File: src/verilog/ldc_pkg.sv
// Constants for the per-unit configuration register bank
`default_nettype none
package ldc_pkg;
  localparam int NUNITS = 7;
  localparam logic [7:0] IDX_LDN = 8'h07;
  localparam logic [7:0] IDX_PWR = 8'h22;
  localparam logic [7:0] IDX_ACT = 8'h30;
  localparam logic [7:0] IDX_RSV_LO = 8'h31;
  localparam logic [7:0] IDX_RSV_HI = 8'h5F;
  localparam logic [7:0] IDX_BASE1_HI = 8'h60;
  localparam logic [7:0] IDX_BASE1_LO = 8'h61;
  localparam logic [7:0] IDX_BASE2_HI = 8'h62;
  localparam logic [7:0] IDX_BASE2_LO = 8'h63;
  localparam logic [7:0] IDX_IRQ0 = 8'h70;
  localparam logic [7:0] IDX_IRQ1 = 8'h72;
  localparam logic [7:0] IDX_DMA = 8'h74;
  localparam logic [7:0] LDN_RST = 8'h00;
  localparam logic [7:0] INDEX_RST = 8'h00;
  localparam logic ACT_RST = 1'b0;
  localparam logic [15:0] BASE_RST = 16'h0000;
  localparam logic [3:0] IRQ_RST = 4'h0;
  localparam logic [2:0] DMA_RST = 3'h4;
  localparam int ACT_BIT = 0;
  localparam int DMA_NONE_BIT = 2;
  // Unit slots
  localparam int U_FLOPPY = 0;
  localparam int U_PAR = 1;
  localparam int U_SER1 = 2;
  localparam int U_SER2 = 3;
  localparam int U_KBD = 4;
  localparam int U_AUX = 5;
  localparam int U_ACPI = 6;
  localparam logic [6:0][7:0] UNIT_LDN = {8'h0A, 8'h08, 8'h07, 8'h05, 8'h04, 8'h03, 8'h00};
  localparam logic [6:0] HAS_BASE1 = 7'h4F;
  localparam logic [6:0] HAS_BASE2 = 7'h40;
  localparam logic [6:0] HAS_DMA = 7'h0B;
  localparam logic [6:0] HAS_PWR = 7'h0F;
  localparam logic [6:0][2:0] PWR_POS = {3'h0, 3'h0, 3'h0, 3'h5, 3'h4, 3'h3, 3'h0};
  // Base decode ranges on address bits 11:0
  localparam logic [11:0] BASE_MIN = 12'h100;
  localparam logic [11:0] BASE_MAX8 = 12'hFF8;
  localparam logic [11:0] BASE_MAX4 = 12'hFFC;
  localparam logic [11:0] ACPI_MAX = 12'hFE7;
  localparam logic [11:0] ACPI_ALIGN = 12'h018;
  typedef enum logic [1:0] {
    RANGE_ALIGN8 = 2'b00,
    RANGE_ALIGN4 = 2'b01,
    RANGE_ACPI = 2'b10,
    RANGE_FIXED = 2'b11
  } ldc_range_type;
  localparam ldc_range_type UNIT_RANGE [NUNITS] = '{RANGE_ALIGN8, RANGE_ALIGN4, RANGE_ALIGN8,
    RANGE_ALIGN8, RANGE_FIXED, RANGE_FIXED, RANGE_ACPI};
endpackage : ldc_pkg
`default_nettype wire

File: src/verilog/ldc_bank.sv
// Per-unit configuration register bank behind the index and data ports
`timescale 1ns/1ps
`default_nettype none
module ldc_bank
(
  // Clock and resets
  input wire logic mclk,
  input wire logic rst,
  input wire logic stby_rst,
  // Configuration port access
  input wire logic cfg_state,
  input wire logic index_wr,
  input wire logic data_wr,
  input wire logic data_rd,
  input wire logic [7:0] wdata,
  output logic [7:0] rdata,
  output logic rd_valid,
  // Unit controls
  output logic [ldc_pkg::NUNITS-1:0] unit_active,
  output logic [ldc_pkg::NUNITS-1:0] unit_io_en,
  output logic [7:0] pwr_ctl,
  output logic [ldc_pkg::NUNITS-1:0][15:0] io_base,
  output logic [ldc_pkg::NUNITS-1:0][15:0] io_base2,
  output logic [ldc_pkg::NUNITS-1:0][3:0] irq_sel,
  output logic [3:0] kbd_irq_sec,
  output logic irq_edge_high,
  output logic [ldc_pkg::NUNITS-1:0][2:0] dma_sel,
  output logic [ldc_pkg::NUNITS-1:0] dma_en
);
  import ldc_pkg::*;

  logic [7:0] index_q;
  logic [7:0] ldn_q;
  logic [7:0] rdata_q;
  logic rd_valid_q;
  logic [NUNITS-1:0] act_q;
  logic [NUNITS-1:0][15:0] base1_q;
  logic [NUNITS-1:0][15:0] base2_q;
  logic [NUNITS-1:0][3:0] irq0_q;
  logic [3:0] irq1_q;
  logic [NUNITS-1:0][2:0] dma_q;
  logic [NUNITS-1:0] unit_hit;
  logic [NUNITS-1:0] base_ok;
  logic [2:0] sel_unit;
  logic [7:0] rd_val;
  logic [7:0] pwr_val;

  // Access qualification
  wire idx_ok = index_wr && cfg_state;
  wire wr_ok = data_wr && cfg_state;
  wire rd_ok = data_rd && cfg_state;
  wire bank_ok = |unit_hit;
  wire bank_wr = wr_ok && bank_ok;
  wire wr_ldn = wr_ok && (index_q == IDX_LDN);
  wire wr_pwr = wr_ok && (index_q == IDX_PWR);
  wire wr_act = bank_wr && (index_q == IDX_ACT);
  wire wr_b1h = bank_wr && (index_q == IDX_BASE1_HI);
  wire wr_b1l = bank_wr && (index_q == IDX_BASE1_LO);
  wire wr_b2h = bank_wr && (index_q == IDX_BASE2_HI);
  wire wr_b2l = bank_wr && (index_q == IDX_BASE2_LO);
  wire wr_irq0 = bank_wr && (index_q == IDX_IRQ0);
  wire wr_irq1 = bank_wr && (index_q == IDX_IRQ1) && unit_hit[U_KBD];
  wire wr_dma = bank_wr && (index_q == IDX_DMA);

  // Index and unit number registers
  always_ff @(posedge mclk or posedge rst)
  begin
    if (rst)
    begin
      index_q <= INDEX_RST;
    end
    else if (idx_ok)
    begin
      index_q <= wdata;
    end
  end

  always_ff @(posedge mclk or posedge rst)
  begin
    if (rst)
    begin
      ldn_q <= LDN_RST;
    end
    else if (wr_ldn)
    begin
      ldn_q <= wdata;
    end
  end

  // Bank selection; unknown unit numbers select nothing
  always_comb
  begin
    sel_unit = 3'h0;
    for (int k = 0; k < NUNITS; k++)
    begin
      if (unit_hit[k])
      begin
        sel_unit = 3'(k);
      end
    end
  end

  for (genvar i = 0; i < NUNITS; i++)
  begin : g_unit
    logic act_r;
    assign unit_hit[i] = (ldn_q == UNIT_LDN[i]);
    // Activate and power flag are one bit, so they always agree
    wire act_d = (wr_act && unit_hit[i]) ? wdata[ACT_BIT] :
                 (wr_pwr && HAS_PWR[i]) ? wdata[PWR_POS[i]] : act_q[i];
    // Own flop per unit: the two reset domains must not share one process target
    if (i == U_SER2)
    begin : g_stby
      // Survives bus reset; only the standby supply reset clears it
      always_ff @(posedge mclk or posedge stby_rst)
      begin
        if (stby_rst)
        begin
          act_r <= ACT_RST;
        end
        else
        begin
          act_r <= act_d;
        end
      end
    end
    else
    begin : g_main
      always_ff @(posedge mclk or posedge rst)
      begin
        if (rst)
        begin
          act_r <= ACT_RST;
        end
        else
        begin
          act_r <= act_d;
        end
      end
    end
    assign act_q[i] = act_r;

    if (HAS_BASE1[i])
    begin : g_b1
      always_ff @(posedge mclk or posedge rst)
      begin
        if (rst)
        begin
          base1_q[i] <= BASE_RST;
        end
        else if (wr_b1h && unit_hit[i])
        begin
          base1_q[i][15:8] <= wdata;
        end
        else if (wr_b1l && unit_hit[i])
        begin
          base1_q[i][7:0] <= wdata;
        end
      end
    end
    else
    begin : g_nb1
      assign base1_q[i] = BASE_RST;
    end

    if (HAS_BASE2[i])
    begin : g_b2
      always_ff @(posedge mclk or posedge rst)
      begin
        if (rst)
        begin
          base2_q[i] <= BASE_RST;
        end
        else if (wr_b2h && unit_hit[i])
        begin
          base2_q[i][15:8] <= wdata;
        end
        else if (wr_b2l && unit_hit[i])
        begin
          base2_q[i][7:0] <= wdata;
        end
      end
    end
    else
    begin : g_nb2
      assign base2_q[i] = BASE_RST;
    end

    always_ff @(posedge mclk or posedge rst)
    begin
      if (rst)
      begin
        irq0_q[i] <= IRQ_RST;
      end
      else if (wr_irq0 && unit_hit[i])
      begin
        irq0_q[i] <= wdata[3:0];
      end
    end

    if (HAS_DMA[i])
    begin : g_dma
      always_ff @(posedge mclk or posedge rst)
      begin
        if (rst)
        begin
          dma_q[i] <= DMA_RST;
        end
        else if (wr_dma && unit_hit[i])
        begin
          dma_q[i] <= wdata[2:0];
        end
      end
    end
    else
    begin : g_ndma
      assign dma_q[i] = 3'h0;
    end

    ldc_base_check #(.UNIT(i)) u_chk
    (
      .base(base1_q[i]),
      .ok(base_ok[i])
    );
    assign unit_io_en[i] = act_q[i] && base_ok[i];
    assign dma_en[i] = HAS_DMA[i] && !dma_q[i][DMA_NONE_BIT];
  end

  always_ff @(posedge mclk or posedge rst)
  begin
    if (rst)
    begin
      irq1_q <= IRQ_RST;
    end
    else if (wr_irq1)
    begin
      irq1_q <= wdata[3:0];
    end
  end

  // Power control view of the linked flags
  always_comb
  begin
    pwr_val = 8'h00;
    for (int k = 0; k < NUNITS; k++)
    begin
      if (HAS_PWR[k])
      begin
        pwr_val[PWR_POS[k]] = act_q[k];
      end
    end
  end

  // Read decode; everything not listed reads zero
  always_comb
  begin
    rd_val = 8'h00;
    if (index_q == IDX_LDN)
    begin
      rd_val = ldn_q;
    end
    else if (index_q == IDX_PWR)
    begin
      rd_val = pwr_val;
    end
    else if (!bank_ok)
    begin
      rd_val = 8'h00;
    end
    else if (index_q == IDX_ACT)
    begin
      rd_val = {7'h00, act_q[sel_unit]};
    end
    else if (index_q == IDX_BASE1_HI)
    begin
      rd_val = base1_q[sel_unit][15:8];
    end
    else if (index_q == IDX_BASE1_LO)
    begin
      rd_val = base1_q[sel_unit][7:0];
    end
    else if (index_q == IDX_BASE2_HI)
    begin
      rd_val = base2_q[sel_unit][15:8];
    end
    else if (index_q == IDX_BASE2_LO)
    begin
      rd_val = base2_q[sel_unit][7:0];
    end
    else if (index_q == IDX_IRQ0)
    begin
      rd_val = {4'h0, irq0_q[sel_unit]};
    end
    else if ((index_q == IDX_IRQ1) && unit_hit[U_KBD])
    begin
      rd_val = {4'h0, irq1_q};
    end
    else if (index_q == IDX_DMA)
    begin
      rd_val = {5'h00, dma_q[sel_unit]};
    end
  end

  // Read data held until the next accepted read
  always_ff @(posedge mclk or posedge rst)
  begin
    if (rst)
    begin
      rdata_q <= 8'h00;
      rd_valid_q <= 1'b0;
    end
    else
    begin
      rd_valid_q <= rd_ok;
      if (rd_ok)
      begin
        rdata_q <= rd_val;
      end
    end
  end

  assign rdata = rdata_q;
  assign rd_valid = rd_valid_q;
  assign unit_active = act_q;
  assign pwr_ctl = pwr_val;
  assign io_base = base1_q;
  assign io_base2 = base2_q;
  assign irq_sel = irq0_q;
  assign kbd_irq_sec = irq1_q;
  // Legacy bus interrupts are never level or inverted here
  assign irq_edge_high = 1'b1;
  assign dma_sel = dma_q;

  AST_ACT_WRITE: assert property (@(posedge mclk) disable iff (rst || stby_rst)
    (wr_act) |=> (act_q[$past(sel_unit)] == $past(wdata[ACT_BIT])))
    else $error("activate write not stored");

  AST_NO_CFG: assert property (@(posedge mclk) disable iff (rst || stby_rst)
    (!cfg_state && data_wr) |=> ($stable(act_q) && $stable(ldn_q) && $stable(irq0_q)))
    else $error("write outside configuration state took effect");

  AST_NO_CFG_READ: assert property (@(posedge mclk) disable iff (rst)
    (!cfg_state) |=> !rd_valid)
    else $error("read answered outside configuration state");

  AST_RSV_ZERO: assert property (@(posedge mclk) disable iff (rst)
    (rd_ok && (index_q >= IDX_RSV_LO) && (index_q <= IDX_RSV_HI)) |=> (rd_valid && rdata == 8'h00))
    else $error("reserved index read nonzero");

  AST_UNIMP_ZERO: assert property (@(posedge mclk) disable iff (rst)
    (rd_ok && ((index_q == 8'h71) || (index_q == 8'h73) || (index_q >= 8'h76 && index_q <= 8'hDF)))
    |=> (rdata == 8'h00))
    else $error("unimplemented index read nonzero");

  AST_DMA75_ZERO: assert property (@(posedge mclk) disable iff (rst)
    (rd_ok && index_q == 8'h75) |=> (rdata == 8'h00))
    else $error("index 0x75 read nonzero");

  AST_BASE_HI: assert property (@(posedge mclk) disable iff (rst)
    (wr_b1h && HAS_BASE1[sel_unit]) |=> (io_base[$past(sel_unit)][15:8] == $past(wdata)))
    else $error("base high byte not stored");

  AST_IRQ2_KBD: assert property (@(posedge mclk) disable iff (rst)
    (rd_ok && index_q == IDX_IRQ1 && !unit_hit[U_KBD]) |=> (rdata == 8'h00))
    else $error("second interrupt select visible outside keyboard unit");

  AST_PWR_LINK: assert property (@(posedge mclk) disable iff (rst || stby_rst)
    (wr_pwr) |=> (act_q[U_FLOPPY] == $past(wdata[0]) && act_q[U_SER2] == $past(wdata[5])))
    else $error("power flags did not follow activate flags");

  AST_OTHER_BANK: assert property (@(posedge mclk) disable iff (rst)
    (wr_irq0 && !unit_hit[U_FLOPPY]) |=> $stable(irq0_q[U_FLOPPY]))
    else $error("write leaked into another unit bank");

  AST_IO_EN: assert property (@(posedge mclk) disable iff (rst)
    (unit_io_en[U_SER1]) |-> (act_q[U_SER1] && io_base[U_SER1][2:0] == 3'h0
      && io_base[U_SER1][11:0] >= BASE_MIN))
    else $error("serial 1 enabled with bad base");

  AST_DMA_NONE: assert property (@(posedge mclk) disable iff (rst)
    (dma_en[U_FLOPPY]) |-> (dma_sel[U_FLOPPY] <= 3'h3))
    else $error("DMA enabled with no-channel code");
endmodule : ldc_bank
`default_nettype wire

File: src/verilog/ldc_base_check.sv
// Permitted I/O base range check for one unit
`timescale 1ns/1ps
`default_nettype none
module ldc_base_check
  import ldc_pkg::*;
#(
  parameter int UNIT = 0
)
(
  // Programmed base
  input wire logic [15:0] base,
  // Result
  output logic ok
);
  localparam ldc_range_type KIND = UNIT_RANGE[UNIT];
  wire [11:0] addr = base[11:0];
  wire [11:0] acpi_rem = addr % ACPI_ALIGN;
  wire in8 = (addr >= BASE_MIN) && (addr <= BASE_MAX8) && (addr[2:0] == 3'h0);
  wire in4 = (addr >= BASE_MIN) && (addr <= BASE_MAX4) && (addr[1:0] == 2'h0);
  wire in_acpi = (addr <= ACPI_MAX) && (acpi_rem == 12'h000);
  // Fixed-address units have nothing to misprogram
  assign ok = (KIND == RANGE_FIXED) ? 1'b1 :
              (KIND == RANGE_ALIGN4) ? in4 :
              (KIND == RANGE_ACPI) ? in_acpi : in8;
endmodule : ldc_base_check
`default_nettype wire

File: config.mk
export PLATFORM = sky130hd
export DESIGN_NAME = ldc_bank
export DESIGN_NICKNAME = d
export VERILOG_FILES = /design/src/verilog/ldc_pkg.sv /design/src/verilog/ldc_bank.sv /design/src/verilog/ldc_base_check.sv
export SDC_FILE = /design/constraint.sdc
export NUM_CORES = 1
export LEC_CHECK = 0
export ABC_CLOCK_PERIOD_IN_PS = 6670
export BUFFER_PORTS_ARGS = -buffer_cell sky130_fd_sc_hd__clkbuf_2
export CORE_UTILIZATION = 45
export DETAILED_ROUTE_END_ITERATION = 6
export PLACE_DENSITY = 0.77
export SLEW_MARGIN = 20
export SYNTH_ARGS = -nofsm -noshare
export SYNTH_HDL_FRONTEND = slang
export SYNTH_SLANG_ARGS = --single-unit
File: constraint.sdc
create_clock -name mclk -period 6.67 [get_ports mclk]
set_input_delay 0.667 -clock mclk [delete_from_list [all_inputs] [get_ports mclk]]
set_output_delay 0.667 -clock mclk [all_outputs]
set_load 0.05 [all_outputs]
==> key figures <==
Worst setup path
  – Endpoint type of the worst setup path: output pin
  – Critical path class: flip-flop to output pin
  – Arr. time, crit path: 3390 ps
  – CP Launch Type: flip-flop
  – CP Max Fanout: 31
  – CP Data Required Time: 6000 ps

Timing
  – Slew of the pin with the lowest slew margin: 911.1 ps
  – Fin Setup TNS: 0 ps
  – F_max: 246.5 MHz
  – Slew headroom: 39.26%
  – Final setup vio count: 0
  – Unrepaired setup endpoints after global routing: no
  – Final slew viol count: 0
  – Final min period: 4057 ps
  – Setup WS post-layout: 2613 ps
  – Final Hold Fails: 0
  – Post-Route Skew: 12.95 ps
  – Final period utilization: 60.82%

Global route
  – Global route overflow: 0
  – Largest net degree at the start of global routing: 97
  – Initial antenna violation count: 1
  – Vias in the first global route: 7289
  – GRT Total Usage: 24.52%
  – First-pass GRT wire length: 44450 µm

Synth
  – Top_reg_cell synth: dfrtp_1
  – Avg Cell Area, Syn: 10.56 µm²
  – Syn. warnings: 0
  – Synth area leaders: dfrtp_1 41%, mux2_2 16%, buf_4 12%
  – Sequential area share after synthesis: 41.29%
  – Share of flip-flops with an asynchronous set or reset: 100.0%
  – Netlist cell types: 84
  – Leading area contributor after synthesis: dfrtp_1
  – Post-synth top area share: 40.52%
  – Post-synthesis sequential element count: 169
  – EDFF count, synth: 0
  – Post-Synthesis Cells: 971
  – Synthesized area: 10250 µm²

Clock network
  – Clock Latency Late Sink: 430 ps
  – CTS tree: built
  – Post-CTS setup buffers: 0
  – H-tree levels: 4
  – Clk sinks: 169
  – Resized Gates After CTS: 0
  – CTS buffer count: 17
  – Clock Tree Buf Depth: 2
  – Clock transition at the registers of the reported paths: 60 ps
  – Root Buffer Master: clkbuf_16
  – Post-CTS Hold Buffers: 0

Pwr
  – Pint: 1742 µW
  – PwrDens: 235.7 nW/µm²
  – Total power: 2659 µW
  – Logic pwr share: 20.2%
  – VDD IR-drop max: 0.1640 mV
  – Leakage power: 0.005806 µW
  – Net Sw Power: 917.0 µW
  – Net Sw Frac: 34.49%
  – Clock share of power: 39.1%
  – Flop pwr share: 40.7%

Drt
  – Vias per inst: 5.680
  – Total vias in the final route: 7975
  – Drt total wl: 28650 µm
  – WL per Instance: 20.41 µm
  – Detail Route Antenna Nets: 0
  – DRT Pass-1 Iters: 7
  – Drc violations: 1
  – DRT iter0 DRCs: 548

Run status
  – Status: complete, but fails checks
  – Failing checks: DRC

Finish
  – Fin nets: 1125
  – Layout Area Growth over Synthesis: 10.03%
  – Count of non-filler cells in the finished layout: 1404
  – Layout cells sized above 1: 35.98%

Placed design
  – DP Wirelength: 20750 µm
  – Post-Place Cells: 1371
  – Buffers on Ports: 181
  – Gpl congestion: 0.9720
  – Setup slack at placement: 3026 ps

Die
  – Die Height: 152.9 µm
  – Core Area: 22090 µm²
  – Row cnt: 54
  – Die Area: 23390 µm²
  – Die width: 152.9 µm
  – Ports: 331
  – Initial Utilization: 46.40%

Job
  – Number of max-cap violations: 0

Worst hold path
  – HP Class: input pin to asynchronous set/reset pin
[worst paths after layout]
kind	from	end	slack, ps	cells after the start
max in group asynchronous	rst	rdata[4]$_DFFE_PP0P_	4860	3
setup reg to reg	ldn_q[4]$_DFFE_PP0P_	io_base2[103]$_DFFE_PP0P_	3180	5
hold / removal	stby_rst	g_unit[3].act_r$_DFFE_PP0P_	80	2
min in group mclk	io_base[30]$_DFFE_PP0P_	io_base[30]$_DFFE_PP0P_	530	1
hold reg to reg	io_base[30]$_DFFE_PP0P_	io_base[30]$_DFFE_PP0P_	530	1
setup / recovery	io_base[104]$_DFFE_PP0P_	unit_io_en[6]	2610	8
[cell usage in the layout, fill, tap and decap left out, types with 18 or more instances in the layout]
| master | netlist | routed |
|---|---|---|
| a21oi_1 | 50 | 50 |
| clkbuf_2 | 0 | 181 |
| conb_1 | 2 | 149 |
| dfrtp_1 | 166 | 166 |
| mux2_2 | 149 | 149 |
| mux2i_1 | 25 | 25 |
| nand2_1 | 82 | 82 |
| nand3_1 | 18 | 18 |
| nor2_1 | 26 | 26 |
| o21ai_0 | 22 | 22 |
[power groups by stage]
stage | clock (µW) | combinational, µW | sequential [µW]
6_report | 1040 | 537 | 1080
5_1_grt | 1090 | 563 | 1080
4_1_cts | 1040 | 532 | 1080
3_5_place_dp | 0 | 530 | 1100
3_3_place_gp | 0 | 526 | 1100
2_1_floorplan | 0 | 505 | 1110
[state kept, by name (all words and copies together), names as in the netlist]
register      cells
kbd_irq_sec       4
io_base2         16
g_unit.act_r      7
ldn_q             8
irq_sel          28
dma_sel           9
rd_valid          1
rdata             8
index_q           8
io_base          80
[synthesized netlist by cell type, drive strengths merged (5+ instances only)]
cell type	instances
nor2	32
nor3	7
o22ai	10
inv	11
nand2	82
o31ai	5
a21oi	52
dfrtp	166
mux2	159
a21o	5
nand4	7
mux2i	25
a221oi	12
nor2b	5
or3	6
nand3	20
nor4	13
and3	7
a211oi	5
nand2b	12
nor3b	5
clkbuf	29
buf	183
o221ai	8
o21ai	23
[final cells by class]
type / count / area, µm²
Tap cell: 280 / 350.3
Antenna cell: 1 / 2.502
Multi-Input combinational cell: 725 / 5096
Clock buffer: 17 / 425.4
Fill cell: 1914 / 10810
Sequential cell: 169 / 4233
Inverter: 12 / 50.05
Timing Repair Buffer: 185 / 935.9
Clock inverter: 15 / 186.4
[metrics by stage]
| stage | hold slack, ps | utilization [%] | instance area [µm²] |
|---|---|---|---|
| floorplan | 395.7 | - | 10800 |
| global route | 66.60 | 51.05 | 11280 |
| detailed placement | 508.3 | 48.27 | 10670 |
| CTS | 68.37 | 51.04 | 11280 |
| finish | 75.17 | 51.05 | 11280 |
| global placement | 512.7 | 48.27 | 10670 |
[per-layer routing]
metal | vias up | GRT usage (%) | share of wire (%)
li1 | 3471 | - | -
met1 | 3962 | 32.72 | 41
met2 | 495 | 41.13 | 49
met3 | 47 | 2.920 | 7.2
met4 | 0 | 8.802 | 2.3
met5 | - | 0 | 0
[worst max-delay path, stage by stage, from the launching register on]
cell and delay, ps:
dfrtp_1 930, or4b_2 630, o2111ai_1 120, o22ai_1 110, a2111o_1 400, o22ai_1 210, nand2_1 80, mux2i_1 160
clkbuf_2 300
[logic make-up (layout without fill, tap and decap cells)]
kind of cell / Yosys count / after routing / synth area share (%)
buffers and inverters: 224 / 229 / 14.44
and+or+nand+nor: 223 / 223 / 12.10
muxes: 188 / 188 / 20.86
DFF: 169 / 169 / 41.29
AOI/OAI and AO/OA: 159 / 159 / 10.73
xor gates and xnor gates: 6 / 6 / 0.5127
other: 2 / 150 / 0.07326
No activity file was read; power rests on OpenSTA's default activity.
